File: src/common/gtm_pkg.sv
package gtm_pkg;

	// register byte offsets
	localparam logic [4:0] CTRL_OFS   = 5'h00;
	localparam logic [4:0] COUNT_OFS  = 5'h04;
	localparam logic [4:0] PERIOD_OFS = 5'h08;
	localparam logic [4:0] STATUS_OFS = 5'h0C;
	localparam logic [4:0] MASK_OFS   = 5'h10;

	// control register field positions
	localparam int CTRL_RUN_BIT   = 15;
	localparam int CTRL_PRIO_LSB  = 8;
	localparam int CTRL_GATE_BIT  = 6;
	localparam int CTRL_PSC_LSB   = 4;
	localparam int CTRL_SYNC_BIT  = 2;
	localparam int CTRL_SRC_BIT   = 1;

	// status and mask bit positions
	localparam int ST_MATCH_BIT = 0;
	localparam int ST_GATE_BIT  = 1;
	localparam int ST_W         = 2;

	// values after reset
	localparam logic [15:0]     CTRL_RST   = 16'h0400;
	localparam logic [15:0]     COUNT_RST  = 16'h0000;
	localparam logic [15:0]     PERIOD_RST = 16'hFFFF;
	localparam logic [ST_W-1:0] STATUS_RST = 2'h0;
	localparam logic [ST_W-1:0] MASK_RST   = 2'h0;

	// prescale ratios for each code of prescale_select
	localparam logic [7:0] PSC_DIV0 = 8'h01;
	localparam logic [7:0] PSC_DIV1 = 8'h02;
	localparam logic [7:0] PSC_DIV2 = 8'h04;
	localparam logic [7:0] PSC_DIV3 = 8'h08;

	// bus responses
	localparam logic [1:0] RESP_OKAY   = 2'h0;
	localparam logic [1:0] RESP_SLVERR = 2'h2;

endpackage : gtm_pkg

File: src/rtl/gtm_timer.sv
`timescale 1ns/1ps
// Behaviour
// - 16-bit interval timer or event counter
// - count reset only by power-up reset, not by reset
// - timer, synchronous and asynchronous counter modes
// - keeps counting in sleep only in asynchronous counter mode
// - irq on period match outside gated mode, or on gate fall in gated mode
// - counting only while timer_run_enable set
// - prescale_select picks clock division ratio
// - clock source and gate enable select inputs
// - external_sync_select chooses synchronised external clock
module gtm_timer #(
	parameter int ADDR_W = 5,
	parameter int CNT_W  = 16
) (
	input  wire logic              core_clk,
	input  wire logic              reset,
	input  wire logic              powerOnReset,
	input  wire logic              extClk,
	input  wire logic              gateIn,
	input  wire logic              cpuSleep,
	input  wire logic [ADDR_W-1:0] s_axi_awaddr,
	input  wire logic [2:0]        s_axi_awprot,
	input  wire logic              s_axi_awvalid,
	output logic                   s_axi_awready,
	input  wire logic [31:0]       s_axi_wdata,
	input  wire logic [3:0]        s_axi_wstrb,
	input  wire logic              s_axi_wvalid,
	output logic                   s_axi_wready,
	output logic [1:0]             s_axi_bresp,
	output logic                   s_axi_bvalid,
	input  wire logic              s_axi_bready,
	input  wire logic [ADDR_W-1:0] s_axi_araddr,
	input  wire logic [2:0]        s_axi_arprot,
	input  wire logic              s_axi_arvalid,
	output logic                   s_axi_arready,
	output logic [31:0]            s_axi_rdata,
	output logic [1:0]             s_axi_rresp,
	output logic                   s_axi_rvalid,
	input  wire logic              s_axi_rready,
	output logic                   irqOut,
	output logic [2:0]             irqPriority
);

	// byte-lane merge of a 16-bit register with write data
	function automatic logic [15:0] mergeLanes(input logic [15:0] old,
	                                           input logic [31:0] data,
	                                           input logic [3:0]  strb);
		logic [15:0] res;
		res = old;
		if (strb[0]) begin
			res[7:0] = data[7:0];
		end
		if (strb[1]) begin
			res[15:8] = data[15:8];
		end
		return res;
	endfunction : mergeLanes

	// one-hot register select for a bus address, all zero when unmapped
	function automatic logic [4:0] regSelect(input logic [ADDR_W-1:0] addr);
		logic [4:0] sel;
		sel    = 5'h00;
		sel[0] = addr == ADDR_W'(gtm_pkg::CTRL_OFS);
		sel[1] = addr == ADDR_W'(gtm_pkg::COUNT_OFS);
		sel[2] = addr == ADDR_W'(gtm_pkg::PERIOD_OFS);
		sel[3] = addr == ADDR_W'(gtm_pkg::STATUS_OFS);
		sel[4] = addr == ADDR_W'(gtm_pkg::MASK_OFS);
		return sel;
	endfunction : regSelect

	// register state
	logic [15:0]                  ctrl_ff;
	logic [CNT_W-1:0]             count_ff;
	logic [CNT_W-1:0]             period_ff;
	logic [gtm_pkg::ST_W-1:0]     status_ff;
	logic [gtm_pkg::ST_W-1:0]     mask_ff;
	logic                         irq_ff;
	logic [15:0]                  nxt_ctrl;
	logic [CNT_W-1:0]             nxt_count;
	logic [CNT_W-1:0]             nxt_period;
	logic [gtm_pkg::ST_W-1:0]     nxt_status;
	logic [gtm_pkg::ST_W-1:0]     nxt_mask;

	// bus state
	logic              awHeld_ff;
	logic              wHeld_ff;
	logic [ADDR_W-1:0] awAddr_ff;
	logic [31:0]       wData_ff;
	logic [3:0]        wStrb_ff;
	logic [1:0]        bresp_ff;
	logic              bvalid_ff;
	logic [31:0]       rdata_ff;
	logic [1:0]        rresp_ff;
	logic              rvalid_ff;

	// input edge tracking
	logic extSync1_ff;
	logic extSync2_ff;
	logic extSyncPrev_ff;
	logic extRawPrev_ff;
	logic gatePrev_ff;

	// write channel decode
	wire              awTake   = s_axi_awvalid & s_axi_awready;
	wire              wTake    = s_axi_wvalid & s_axi_wready;
	wire              haveAw   = awHeld_ff | awTake;
	wire              haveW    = wHeld_ff | wTake;
	wire              wrDo     = haveAw & haveW & ~bvalid_ff;
	wire [ADDR_W-1:0] wrAddr   = awHeld_ff ? awAddr_ff : s_axi_awaddr;
	wire [31:0]       wrData   = wHeld_ff ? wData_ff : s_axi_wdata;
	wire [3:0]        wrStrb   = wHeld_ff ? wStrb_ff : s_axi_wstrb;
	wire [4:0]        wrSel    = regSelect(wrAddr) & {5{wrDo}};
	wire              wrCtrl   = wrSel[0];
	wire              wrCount  = wrSel[1];
	wire              wrPeriod = wrSel[2];
	wire              wrStatus = wrSel[3];
	wire              wrMask   = wrSel[4];
	wire              wrHit    = |wrSel;

	// read channel decode
	wire        rdDo    = s_axi_arvalid & s_axi_arready;
	wire [4:0]  rdSel   = regSelect(s_axi_araddr);
	wire        rdCtrl  = rdSel[0];
	wire        rdCount = rdSel[1];
	wire        rdPer   = rdSel[2];
	wire        rdStat  = rdSel[3];
	wire        rdMask  = rdSel[4];
	wire        rdHit   = |rdSel;
	wire [31:0] rdMux   = rdCtrl  ? {16'h0000, ctrl_ff} :
	                      rdCount ? {16'h0000, count_ff} :
	                      rdPer   ? {16'h0000, period_ff} :
	                      rdStat  ? {30'h00000000, status_ff} :
	                      rdMask  ? {30'h00000000, mask_ff} : 32'h00000000;

	// handshake outputs
	assign s_axi_awready = ~awHeld_ff & ~bvalid_ff;
	assign s_axi_wready  = ~wHeld_ff & ~bvalid_ff;
	assign s_axi_arready = ~rvalid_ff;
	assign s_axi_bresp   = bresp_ff;
	assign s_axi_bvalid  = bvalid_ff;
	assign s_axi_rdata   = rdata_ff;
	assign s_axi_rresp   = rresp_ff;
	assign s_axi_rvalid  = rvalid_ff;

	// control fields
	wire       runEn    = ctrl_ff[gtm_pkg::CTRL_RUN_BIT];
	wire [1:0] pscSel   = ctrl_ff[gtm_pkg::CTRL_PSC_LSB +: 2];
	wire       srcExt   = ctrl_ff[gtm_pkg::CTRL_SRC_BIT];
	wire       gateEn   = ctrl_ff[gtm_pkg::CTRL_GATE_BIT];
	wire       syncSel  = ctrl_ff[gtm_pkg::CTRL_SYNC_BIT];
	assign irqPriority  = ctrl_ff[gtm_pkg::CTRL_PRIO_LSB +: 3];

	// source tick selection
	wire syncRise  = extSync2_ff & ~extSyncPrev_ff;
	wire asyncRise = extClk & ~extRawPrev_ff;
	wire extTick   = syncSel ? syncRise : asyncRise;
	wire srcTick   = srcExt ? extTick : 1'b1;

	// run, gate and sleep qualification of the source tick
	wire asyncMode = srcExt & ~syncSel;
	wire sysHalt   = cpuSleep & ~asyncMode;
	wire gatedMode = gateEn & ~srcExt;
	wire gateOk    = ~gatedMode | gateIn;
	wire preIn     = runEn & srcTick & gateOk & ~sysHalt;

	logic incTick;

	// prescaler restarts when stopped or when the count is loaded
	gtm_prescaler #(
		.CNT_W(8)
	) gtm_prescaler_i (
		.core_clk   (core_clk),
		.reset      (reset),
		.clear      (~runEn | wrCount),
		.tickIn     (preIn),
		.prescaleSel(pscSel),
		.tickOut    (incTick)
	);

	// period match and gate falling edge events
	wire periodHit = incTick & (count_ff == period_ff);
	wire gateFall  = runEn & gatedMode & gatePrev_ff & ~gateIn;
	wire [gtm_pkg::ST_W-1:0] evSet = {gateFall, periodHit & ~gatedMode};
	wire [gtm_pkg::ST_W-1:0] evClr = wrStatus & wrStrb[0] ?
	                                 wrData[gtm_pkg::ST_W-1:0] : '0;

	// next register values
	assign nxt_ctrl   = wrCtrl ? mergeLanes(ctrl_ff, wrData, wrStrb) : ctrl_ff;
	assign nxt_period = wrPeriod ? mergeLanes(period_ff, wrData, wrStrb) : period_ff;
	assign nxt_mask   = wrMask & wrStrb[0] ? wrData[gtm_pkg::ST_W-1:0] : mask_ff;
	assign nxt_status = (status_ff & ~evClr) | evSet; // set wins over clear
	assign nxt_count  = wrCount   ? mergeLanes(count_ff, wrData, wrStrb) :
	                    periodHit ? '0 :
	                    incTick   ? count_ff + CNT_W'(1) : count_ff;

	// count survives every reset except power-up
	always_ff @(posedge core_clk or posedge powerOnReset) begin
		if (powerOnReset) begin
			count_ff <= gtm_pkg::COUNT_RST;
		end else begin
			count_ff <= nxt_count;
		end
	end

	// software visible control, period, status and mask
	always_ff @(posedge core_clk or posedge reset) begin
		if (reset) begin
			ctrl_ff   <= gtm_pkg::CTRL_RST;
			period_ff <= gtm_pkg::PERIOD_RST;
			status_ff <= gtm_pkg::STATUS_RST;
			mask_ff   <= gtm_pkg::MASK_RST;
		end else begin
			ctrl_ff   <= nxt_ctrl;
			period_ff <= nxt_period;
			status_ff <= nxt_status;
			mask_ff   <= nxt_mask;
		end
	end

	// level interrupt, high while an enabled event is pending
	always_ff @(posedge core_clk or posedge reset) begin
		if (reset) begin
			irq_ff <= 1'b0;
		end else begin
			irq_ff <= |(nxt_status & nxt_mask);
		end
	end
	assign irqOut = irq_ff;

	// two-flop synchroniser for the external clock
	always_ff @(posedge core_clk or posedge reset) begin
		if (reset) begin
			extSync1_ff <= 1'b0;
			extSync2_ff <= 1'b0;
		end else begin
			extSync1_ff <= extClk;
			extSync2_ff <= extSync1_ff;
		end
	end

	// previous levels for edge detection, idle low like the pins
	always_ff @(posedge core_clk or posedge reset) begin
		if (reset) begin
			extSyncPrev_ff <= 1'b0;
			extRawPrev_ff  <= 1'b0;
			gatePrev_ff    <= 1'b0;
		end else begin
			extSyncPrev_ff <= extSync2_ff;
			extRawPrev_ff  <= extClk;
			gatePrev_ff    <= gateIn;
		end
	end

	// write address and data capture
	always_ff @(posedge core_clk or posedge reset) begin
		if (reset) begin
			awHeld_ff <= 1'b0;
			wHeld_ff  <= 1'b0;
			awAddr_ff <= '0;
			wData_ff  <= 32'h00000000;
			wStrb_ff  <= 4'h0;
		end else begin
			awHeld_ff <= haveAw & ~wrDo;
			wHeld_ff  <= haveW & ~wrDo;
			if (awTake) begin
				awAddr_ff <= s_axi_awaddr;
			end
			if (wTake) begin
				wData_ff <= s_axi_wdata;
				wStrb_ff <= s_axi_wstrb;
			end
		end
	end

	// write response, held until bready
	always_ff @(posedge core_clk or posedge reset) begin
		if (reset) begin
			bvalid_ff <= 1'b0;
			bresp_ff  <= gtm_pkg::RESP_OKAY;
		end else if (wrDo) begin
			bvalid_ff <= 1'b1;
			bresp_ff  <= wrHit ? gtm_pkg::RESP_OKAY : gtm_pkg::RESP_SLVERR;
		end else if (s_axi_bready) begin
			bvalid_ff <= 1'b0;
		end
	end

	// read data and response, held until rready
	always_ff @(posedge core_clk or posedge reset) begin
		if (reset) begin
			rvalid_ff <= 1'b0;
			rdata_ff  <= 32'h00000000;
			rresp_ff  <= gtm_pkg::RESP_OKAY;
		end else if (rdDo) begin
			rvalid_ff <= 1'b1;
			rdata_ff  <= rdMux;
			rresp_ff  <= rdHit ? gtm_pkg::RESP_OKAY : gtm_pkg::RESP_SLVERR;
		end else if (s_axi_rready) begin
			rvalid_ff <= 1'b0;
		end
	end

endmodule : gtm_timer

File: src/rtl/gtm_prescaler.sv
`timescale 1ns/1ps
// divides qualified source ticks by the ratio chosen with prescale_select
module gtm_prescaler #(
	parameter int CNT_W = 8
) (
	input  wire logic       core_clk,
	input  wire logic       reset,
	input  wire logic       clear,
	input  wire logic       tickIn,
	input  wire logic [1:0] prescaleSel,
	output logic            tickOut
);

	logic [CNT_W-1:0] cnt_ff;
	logic [CNT_W-1:0] nxt_cnt;
	logic [CNT_W-1:0] lastCnt;
	logic             wrapNow;

	// ratio minus one is the last count before an output tick
	assign lastCnt = (prescaleSel == 2'h0) ? CNT_W'(gtm_pkg::PSC_DIV0 - 8'h01) :
	                 (prescaleSel == 2'h1) ? CNT_W'(gtm_pkg::PSC_DIV1 - 8'h01) :
	                 (prescaleSel == 2'h2) ? CNT_W'(gtm_pkg::PSC_DIV2 - 8'h01) :
	                                         CNT_W'(gtm_pkg::PSC_DIV3 - 8'h01);
	assign wrapNow = tickIn & (cnt_ff >= lastCnt);
	assign tickOut = wrapNow & ~clear;
	assign nxt_cnt = clear   ? '0 :
	                 wrapNow ? '0 :
	                 tickIn  ? cnt_ff + CNT_W'(1) : cnt_ff;

	// division counter
	always_ff @(posedge core_clk or posedge reset) begin
		if (reset) begin
			cnt_ff <= '0;
		end else begin
			cnt_ff <= nxt_cnt;
		end
	end

endmodule : gtm_prescaler

File: config.mk
export PLATFORM = sky130hd
export DESIGN_NAME = gtm_timer
export DESIGN_NICKNAME = d
export VERILOG_FILES = /design/src/common/gtm_pkg.sv /design/src/rtl/gtm_timer.sv /design/src/rtl/gtm_prescaler.sv
export SDC_FILE = /design/constraint.sdc
export NUM_CORES = 1
export LEC_CHECK = 0
export BUFFER_PORTS_ARGS = -buffer_cell sky130_fd_sc_hd__buf_2
export CORE_UTILIZATION = 56
export CTS_CLUSTER_SIZE = 28
export DETAILED_ROUTE_END_ITERATION = 16
export GPL_TIMING_DRIVEN = 0
export PLACE_DENSITY = 0.8
export SLEW_MARGIN = 20
export SYNTH_ARGS = -nofsm -noshare
export SYNTH_HDL_FRONTEND = slang
export SYNTH_HIERARCHICAL = 1
export SYNTH_SLANG_ARGS = --single-unit
File: constraint.sdc
create_clock -name core_clk -period 3.5 [get_ports core_clk]
set_input_delay 0.7 -clock core_clk [delete_from_list [all_inputs] [get_ports core_clk]]
set_output_delay 0.7 -clock core_clk [all_outputs]
set_load 0.01 [all_outputs]
# Yosys cells after proc, flatten, opt, wreduce, memory -nomap -nowiden
# Index checks and enable logic that the tools add are counted.
# word_totals
regBits,128
inputBits,63
output_inout_bits,45
word_cells,135
# classes
addsub,2
magnitude_cmp,1
eq_ne,13
muxes,29
bitwise_logic,50
reduce_logical,16
# ops
cell,count
16-bit 2-to-1 mux,7
8-bit 2-to-1 mux,7
1-bit AND,26
"5-bit by 4-bit == test with 1-bit output, second input constant",4
"16-bit by 1-bit adder with 16-bit output, second input constant",1
16-bit == test,1
1-bit inverter,15
2-bit 2-to-1 mux,7
2-bit AND reduction,6
"5-bit by 3-bit == test with 1-bit output, second input constant",2
"5-bit == test, second input constant",2
5-bit zero test,2
5-bit OR reduction,2
"8-bit by 1-bit adder with 8-bit output, second input constant",1
8-bit >= comparator,1
1-bit 2-to-1 mux,6
3-bit nonzero test,2
5-bit AND,1
5-bit 2-to-1 mux,1
2-bit AND,2
"2-bit inequality test, second input constant",2
1-bit bitwise OR,4
2-bit nonzero test,2
3-bit 2-to-1 mux,1
6 further kinds,6

# Depth between registers and ports, before layout
# Gate-level depths: netlist (run 1).
# logic_depth
depth_word,15
ltp_mapped,14
ltp_nobuf,10

# Cells and area by module
# Netlist (run 1), hierarchy kept.
# modules_own_cells
module,n_inst,cells_per_inst,area_per_inst_um2,seq_area_each_um2
gtm_timer,1,537,5338.9,2573.7
gtm_prescaler,1,51,518.0,200.2

# Least setup slack after synthesis (run 1)
# OpenSTA, ideal clock, no wires.
# synth_timing
kind,input-to-reg
from,in s_axi_awaddr[0]
to,reg count_ff[9]
setup_ps,82
arrival_time_ps,3340
required_ps,3418
slack_ps,78
path_stages,12
path_buffers,4
cell_sequence,or3_1 > a22oi_2 > nand3_2 > clkbuf_1 > buf_1 > nand2_1 > clkbuf_1 > and3b_1 > nand3_1 > clkbuf_1 > a41oi_1 > o22ai_1
# synth_via
elab_chain_len,9
word_cells_on_any_way,12
cone_classes,eq/ne: 2; mux: 3; bitwise: 5; reduce/logical: 2
# synth_lines
element,line,source
"start, declared",gtm_timer.sv:22,"input wire logic [ADDR_W-1:0] s_axi_awaddr,"
5-bit 2-to-1 mux (*),gtm_timer.sv:110,wire [ADDR_W-1:0] wrAddr = awHeld_ff ? awAddr_ff : s_axi_awaddr;
5-bit by 3-bit == test with 1-bit output (*),gtm_timer.sv:65,sel[1] = addr == ADDR_W'(gtm_pkg::COUNT_OFS);
5-bit AND (*),gtm_timer.sv:113,wire [4:0] wrSel = regSelect(wrAddr) & {5{wrDo}};
1-bit bitwise OR (*),gtm_timer.sv:175,".clear (~runEn | wrCount),"
1-bit inverter (*),gtm_prescaler.sv:25,assign tickOut = wrapNow & ~clear;
1-bit AND (*),gtm_prescaler.sv:25,
via incTick,gtm_timer.sv:167,logic incTick;
1-bit AND,gtm_timer.sv:182,wire periodHit = incTick & (count_ff == period_ff);
3-bit nonzero test (no source line) or 16-bit 2-to-1 mux (tied branches),n/a,
2-bit AND reduction (no source line) or 16-bit 2-to-1 mux (tied branches),n/a,
"end signal, assigned",gtm_timer.sv:200,count_ff <= gtm_pkg::COUNT_RST;
"end signal, assigned",gtm_timer.sv:202,count_ff <= nxt_count;
"end, declared",gtm_timer.sv:74,logic [CNT_W-1:0] count_ff;
# Mark *: on every way through the listed nets, which the timed path passes. The rest lies on a longest branch.
# A chain may end at the register's enable or synchronous reset.

# Final worst setup path (run 1)
# layout_timing
from,reg awHeld_ff
to,reg count_ff[1]
# layout_via
elab_chain_len,13
word_cells_on_any_way,18
cone_classes,eq/ne: 2; mux: 3; bitwise: 11; reduce/logical: 2
# layout_lines
element,line,source
"start, declared",gtm_timer.sv:86,logic awHeld_ff;
"start signal, assigned",gtm_timer.sv:264,awHeld_ff <= haveAw & ~wrDo;
1-bit inverter,gtm_timer.sv:137,assign s_axi_awready = ~awHeld_ff & ~bvalid_ff;
1-bit AND,gtm_timer.sv:137,
1-bit AND,gtm_timer.sv:105,wire awTake = s_axi_awvalid & s_axi_awready;
1-bit bitwise OR,gtm_timer.sv:107,wire haveAw = awHeld_ff | awTake;
1-bit AND (2 in series),gtm_timer.sv:109,wire wrDo = haveAw & haveW & ~bvalid_ff;
5-bit AND (*),gtm_timer.sv:113,
1-bit bitwise OR (*),gtm_timer.sv:175,
1-bit inverter (*),gtm_prescaler.sv:25,
1-bit AND (*),gtm_prescaler.sv:25,
via incTick,gtm_timer.sv:167,
1-bit AND,gtm_timer.sv:182,
3-bit nonzero test (no source line) or 16-bit 2-to-1 mux (tied branches),n/a,
2-bit AND reduction (no source line) or 16-bit 2-to-1 mux (tied branches),n/a,
# Marks and branches as above.

==> metrics, run 1 <==
FF-to-FF End count_ff[1]; Overflow after GRT 0; Mapped Avg Cell Area 9.96 µm²; Period minus WS final 3.24 ns; first-pass GRT wire length roughly 23,000 µm; nature of the critical path endpoint flop; Setup CP Type reg2reg; Bufs on Longest Clock Path 2; CP Data Required Time around 3.8 ns; Synth Register Bits between 100 and 150; GR Layer Usage met2 0.425; vias in the first global route approximately 4,600; post-synth top area share 0.397; Routed WL 14,100 µm; Vias/cell 5.80; LEAKAGE ~0.003 µW; register area share after synthesis 0.474; vias 4,745; share of cells above drive strength 1 0.258; post-DR wirelength/cell between 15 and 20 µm; Synthesis Warnings 6; die width 104 µm; postcts setup bufs 0; Iter 0 DRT Violations around 370; GRT Total Usage 0.272; post-route cell area about 6700 µm²; relative slew slack 0.296; r2r setup slk between 0.2 and 0.3 ns; top cells by area, synth dfrtp_1 40%, dfstp_2 7.6%, mux2i_1 6.0%, mux2_2 6.0%, a21oi_1 3.8%; Post-Syn Instances around 590; Final Non-Filler Cells 818; cts bufs inserted 9; post-synthesis cell type count 60; RSZ-0062 raised after global routing false; Crit Path Max Fanout 19; period utilization 0.927; outcome finished, final reports clean; I/O pins between 100 and 150; Max Fclk about 310 MHz; Clock Latency Late Sink ~0.38 ns; CTS root buffer clkbuf_8; Post-Syn Area between 5000 and 6000 µm²; fin nets about 750; setup TNS 0 ns; Synth Flop Type dfrtp_1; skew final 0.0105 ns; CTS tree done; Final Hold Fails 0; ANT cells 0; Max Cap Violations 0; port buffer count 65; RR Startpoint awHeld_ff; Critical Path AT approximately 3.5 ns; Clock transition at path regs 0.10 ns; Peak supply drop 0.000407 V; largest net degree at the start of global routing 60; startpoint types flop; pwr dens approximately 700 nW/µm²; core footprint roughly 10000 µm²; HP Class in2async; drt pass-1 iters 5; met1 usage 0.385; Slew @ Worst Pin between 1 and 1.5 ns; Slew Viols, Final 0; Final setup violation count 0; Final Core Density 0.670; DP HPWL between 10,000 and 15,000 µm; Rows 36; Post-synth EDFFs 0; met3 Use GR 0.0345; synth-to-layout area growth 13.8%; initial antenna violation count 0; Post-synth ARST share 1.00; clock sink count 110; htree depth 3; # DRC 0; placed cells around 800; Worst Reg-to-Reg Cells 11; Die Ht 104 µm; Initial Utilization 0.588; Routed Antenna Nets 0; Post-DP Area roughly 6400 µm²; GP Congestion about 0.87; Die Footprint between 10,000 and 15,000 µm²; area leader, netlist dfrtp_1; busiest grt layer met2
cells in the final DEF, fill, tap and decap left out, types with 3 or more instances in the layout:
cell type / n
a211oi_1: 5
a21oi_1: 44
a22o_1: 15
a31oi_1: 15
buf_2: 71
buf_4: 21
clkbuf_1: 25
clkbuf_8: 10
conb_1: 18
dfrtp_1: 93
dfstp_2: 17
ha_1: 5
inv_1: 24
mux2_2: 31
mux2i_1: 34
nand2_1: 31
nand2b_1: 6
nand3_1: 9
nand3b_1: 3
nand4_1: 11
nor2_1: 58
nor2b_1: 5
nor3_1: 11
nor3_2: 5
nor4_1: 4
o211ai_1: 5
o211ai_2: 3
o21ai_0: 24
o22ai_1: 10
or3_1: 3
xnor2_1: 20
cell usage after synthesis, types with 3 or more instances:
cell type and n:
o22ai_1 10, xnor2_1 20, o21ai_0 24, a31oi_1 15
buf_4 21, nand4_1 11, nand3_1 9, nor2b_1 5
o211ai_1 5, or3_1 3, buf_2 5, mux2_2 31
mux2i_1 35, nor4_1 4, dfrtp_1 93, o211ai_2 3
inv_1 25, a22o_1 15, nand3b_1 3, nand2b_1 6
nor3_1 11, nor3_2 5, nor2_1 58, nand2_1 32
clkbuf_1 28, a211oi_1 5, a21oi_1 44, buf_1 3
ha_1 5, dfstp_2 17
logic make-up after synthesis:
group / Yosys count / share of synthesized area
compound gates: 139 / 0.154
xor+xnor: 22 / 0.0329
fa+ha+maj: 5 / 0.0107
buf+inv: 82 / 0.0671
flops: 110 / 0.474
mux: 67 / 0.122
other cells: 1 / 0.000640
simple gates: 162 / 0.139
power breakdown:
part           total, µW  internal [µW]  leakage [µW]  switching [µW]
clock network        856            425      0.000110             431
registers           2030           1710       0.00131             323
logic               1790            778       0.00157            1020
per-layer routing:
layer | share of wire | wire, µm
met1 | 0.46 | 6480
met4 | 0.030 | 424
met2 | 0.45 | 6400
met3 | 0.057 | 797
met5 | 0 | 0
sequential cells by signal, summed over array words and instances, names as in the netlist, 2 cells and up:
name and count:
awAddr_ff 5, count_ff 16, ctrl_ff 16, gtm_prescaler_i/cnt_ff 8, mask_ff 2, period_ff 16, s_axi_rdata 16, status_ff 2
wData_ff 16, wStrb_ff 2
metrics by stage:
stage	worst slack [ns]	total power [µW]	hold WS (ns)
final	0.255	4680	0.294
after CTS	0.260	4670	0.295
after global placement	-0.852	3730	0.360
after floorplan	0.0780	3300	0.354
after global routing	0.0290	4960	0.332
after detailed placement	-0.903	3810	0.368
worst max path at each step:
stage               startpoint      endpoint  slack, ns  cells past startpoint
2_1_floorplan  s_axi_awaddr[0]   count_ff[9]       0.08                     12
3_3_place_gp   s_axi_awaddr[0]   count_ff[9]      -0.85                     13
3_5_place_dp   s_axi_awaddr[0]  count_ff[10]      -0.90                     13
4_1_cts        s_axi_awaddr[0]  count_ff[10]       0.26                     11
5_1_grt              awHeld_ff   count_ff[2]       0.03                      9
6_report             awHeld_ff   count_ff[1]       0.26                     11
worst max-delay path, cell delays in order, from the launching register on:
cell,delay [ns]
dfrtp_1,0.43
o21bai_1,0.29
nor2_2,0.16
nand3_2,0.19
buf_2,0.41
nand2_2,0.26
and3b_1,0.43
inv_1,0.10
mux2_2,0.33
buf_2,0.20
a311oi_1,0.24
a21oi_1,0.07
layout make-up:
class | instances | area (µm²)
multi-input cells | 413 | 2760
well taps | 133 | 166
plain buffers | 55 | 295
clock inverters | 5 | 81.3
clock buffers | 11 | 141
flip-flops and latches | 110 | 2770
repair buffers | 66 | 353
fillers | 808 | 3290
inverters | 25 | 96.3
timing repair:
| item | 4_1_cts | 5_1_grt |
|---|---|---|
| pin swaps | 0 | 0 |
| setup endpoints to repair | 18 | 8 |
| hold buffers | 0 | 0 |
| gates resized for setup | 5 | 1 |
Note: power is estimated with default switching activity, not from simulation.
==> run 2: changes to the inputs <==
--- a/config.mk
+++ b/config.mk
@@ -10,9 +10,9 @@
 export CTS_CLUSTER_SIZE = 28
 export DETAILED_ROUTE_END_ITERATION = 16
 export GPL_TIMING_DRIVEN = 0
+export MAX_ROUTING_LAYER = met4
 export PLACE_DENSITY = 0.8
-export SLEW_MARGIN = 20
+export SLEW_MARGIN = 15
 export SYNTH_ARGS = -nofsm -noshare
 export SYNTH_HDL_FRONTEND = slang
-export SYNTH_HIERARCHICAL = 1
 export SYNTH_SLANG_ARGS = --single-unit
==> run 2 against run 1 <==
Net effect:
- sequential share of layout area up 0.28 points
- fmax increased by 12%
- combinational power down 15%
- first-iteration DRC count grew 7.9%
- flip-flop and latch count is the same
- area after synthesis fell by 0.53%
- clock skew down 0.0042 ns
- die area decreased by 0.52%
- critical path type unchanged
- critical endpoint is now count_ff[8]
- largest cell class unchanged
- largest power group unchanged
==> metrics, run 2 <==
Routed Antenna Nets 0; skew final 0.00631 ns; most instantiated cells after synthesis 93 x dfrtp_1, 48 x mux2_2, 48 x nor2_1; Crit Path Max Fanout 10; relative slew slack 0.450; Slew Viols, Final 0; Filler Cells Inserted around 800; Clock Latency Late Sink ~0.38 ns; period utilization 0.826; post-route cell area between 6000 and 7000 µm²; pwr dens approximately 660 nW/µm²; Overflow after GRT 0; first-pass GRT wire length around 24,000 µm; core footprint about 10000 µm²; drt pass-1 iters 6; hold slack about 0.39 ns; fin nets a little over 700; register area share after synthesis 0.476; area leader, netlist dfrtp_1; CTS root buffer clkbuf_8; Vias/cell between 6 and 7; LEAKAGE 0.00290 µW; Slew @ Worst Pin about 0.8 ns; GP Congestion ~0.9; Max Cap Violations 0; commonest non-fill, non-tap cells in the layout 93 x dfrtp_1, 74 x buf_2, 48 x nor2_1, 48 x mux2_2, 46 x nand2_1; most frequent cell after synthesis dfrtp_1; outcome finished, final reports clean; htree depth 3; nature of the critical path endpoint flop; vias 4,722; Synth Flop Type dfrtp_1; synth-to-layout area growth 13.7%; hold_buf cts 0; r2r setup slk between 0.6 and 0.7 ns; WHS Path Cells 0; Hold EP extSyncPrev_ff; DP HPWL roughly 11,000 µm; Clock transition at path regs about 0.1 ns; Max Fclk about 350 MHz; Post-synth ARST share 1.00; setup TNS 0 ns; GRT Total Usage 0.288; cts bufs inserted 9; Synth Register Bits between 100 and 150; port buffer count 65; Rows 36; share of cells above drive strength 1 0.309; clock sink count 110; CP Data Required Time around 3.8 ns; most common cell after layout, fill and taps aside dfrtp_1; Peak supply drop 0.000427 V; Post-synth EDFFs 0; Die Footprint about 11,000 µm²; Routed WL 14,100 µm; Mapped Avg Cell Area between 10 and 15 µm²; Post-Syn Instances 554; RR Startpoint ctrl_ff[5]; hold_sp extSync2_ff; initial antenna violation count 0; Synthesis Warnings 0; Bufs on Longest Clock Path 2; Die Ht 104 µm; post-synth top area share 0.399; # DRC 0; post-CTS sizing 0; Iter 0 DRT Violations about 400; largest net degree at the start of global routing 55; vias in the first global route around 4,600; Final setup violation count 0; Post-DP Area 6400 µm²; top cells by area, synth dfrtp_1 40%, mux2_2 9.3%, dfstp_2 7.7%, nor2_1 3.1%, nand2_1 3.0%; Period minus WS final a little under 3 ns; Final Hold Fails 0; die width roughly 100 µm; startpoint types flop; postcts setup bufs 0; Pwr Total 4350 µW; post-synthesis cell type count 66; ANT cells 0; HP Class reg2reg; Worst Reg-to-Reg Cells 9; Initial Utilization 0.588; post-DR wirelength/cell between 15 and 20 µm; CTS tree done; RSZ-0062 raised after global routing false; Setup CP Type reg2reg; FF-to-FF End count_ff[8]; I/O pins roughly 110; Critical Path AT 3.21 ns; Post-Syn Area approximately 5800 µm²
==> run 2: kinds of logic (layout without fill, tap and decap cells) <==
family	count (synthesis)	after routing	synth area share
AND/OR/NAND/NOR	173	173	0.156
other	1	18	0.000644
XOR/XNOR	18	18	0.0271
flip-flops	110	110	0.476
adder cells (fa/ha/maj)	5	5	0.0107
AO/OA/AOI/OAI	119	119	0.145
buffers and inverters	64	146	0.0634
multiplexers	64	64	0.121
==> run 2: power by group <==
part	internal [µW]	switching, µW	total [µW]
registers	1680	301	1980
clock network	406	444	850
logic	705	813	1520
==> run 2: layout make-up <==
cell class	count	area (µm²)	share of cell area
Buffer	52	324	0.0489
Clock buffer	9	124	0.0187
Clock inverter	7	96.3	0.0145
Inverter	12	47.5	0.00718
Multi-Input combinational cell	397	2750	0.415
Sequential cell	110	2770	0.419
Tap cell	133	166	0.0251
Timing Repair Buffer	66	345	0.0521
==> run 2: worst max path at each step <==
stage | start | end | cells after the start
after floorplan | reset | awAddr_ff[0] | 1
after global placement | reset | awAddr_ff[1] | 2
after detailed placement | ctrl_ff[5] | count_ff[8] | 9
after CTS | ctrl_ff[4] | count_ff[8] | 9
after global routing | ctrl_ff[5] | count_ff[8] | 9
final | ctrl_ff[5] | count_ff[8] | 9
==> run 2: routing by layer <==
metal / share of wire / track usage / wire [µm] / vias up
met5: 0 / - / 0 / -
met4: 0.021 / 0.108 / 299 / 0
met3: 0.058 / 0.0370 / 814 / 22
met2: 0.48 / 0.451 / 6720 / 183
met1: 0.45 / 0.384 / 6290 / 2348
li1: - / - / - / 2169
==> run 2: worst max-delay path, cell delays in order, from the launching register on <==
cell,delay (ns)
dfrtp_1,0.45
or2_2,0.30
ha_1,0.28
nand2b_1,0.11
a21oi_1,0.10
o2111a_1,0.29
or4_1,0.63
buf_2,0.25
or3_1,0.33
nand4_1,0.09
==> run 2: metrics by stage <==
step | cells | setup slack (ns) | utilization
after floorplan | 571 | 0.379 | -
after global placement | 769 | -0.604 | 0.644
after detailed placement | 770 | 0.685 | 0.646
after CTS | 786 | 0.627 | 0.668
after global routing | 786 | 0.509 | 0.668
final | 786 | 0.608 | 0.668
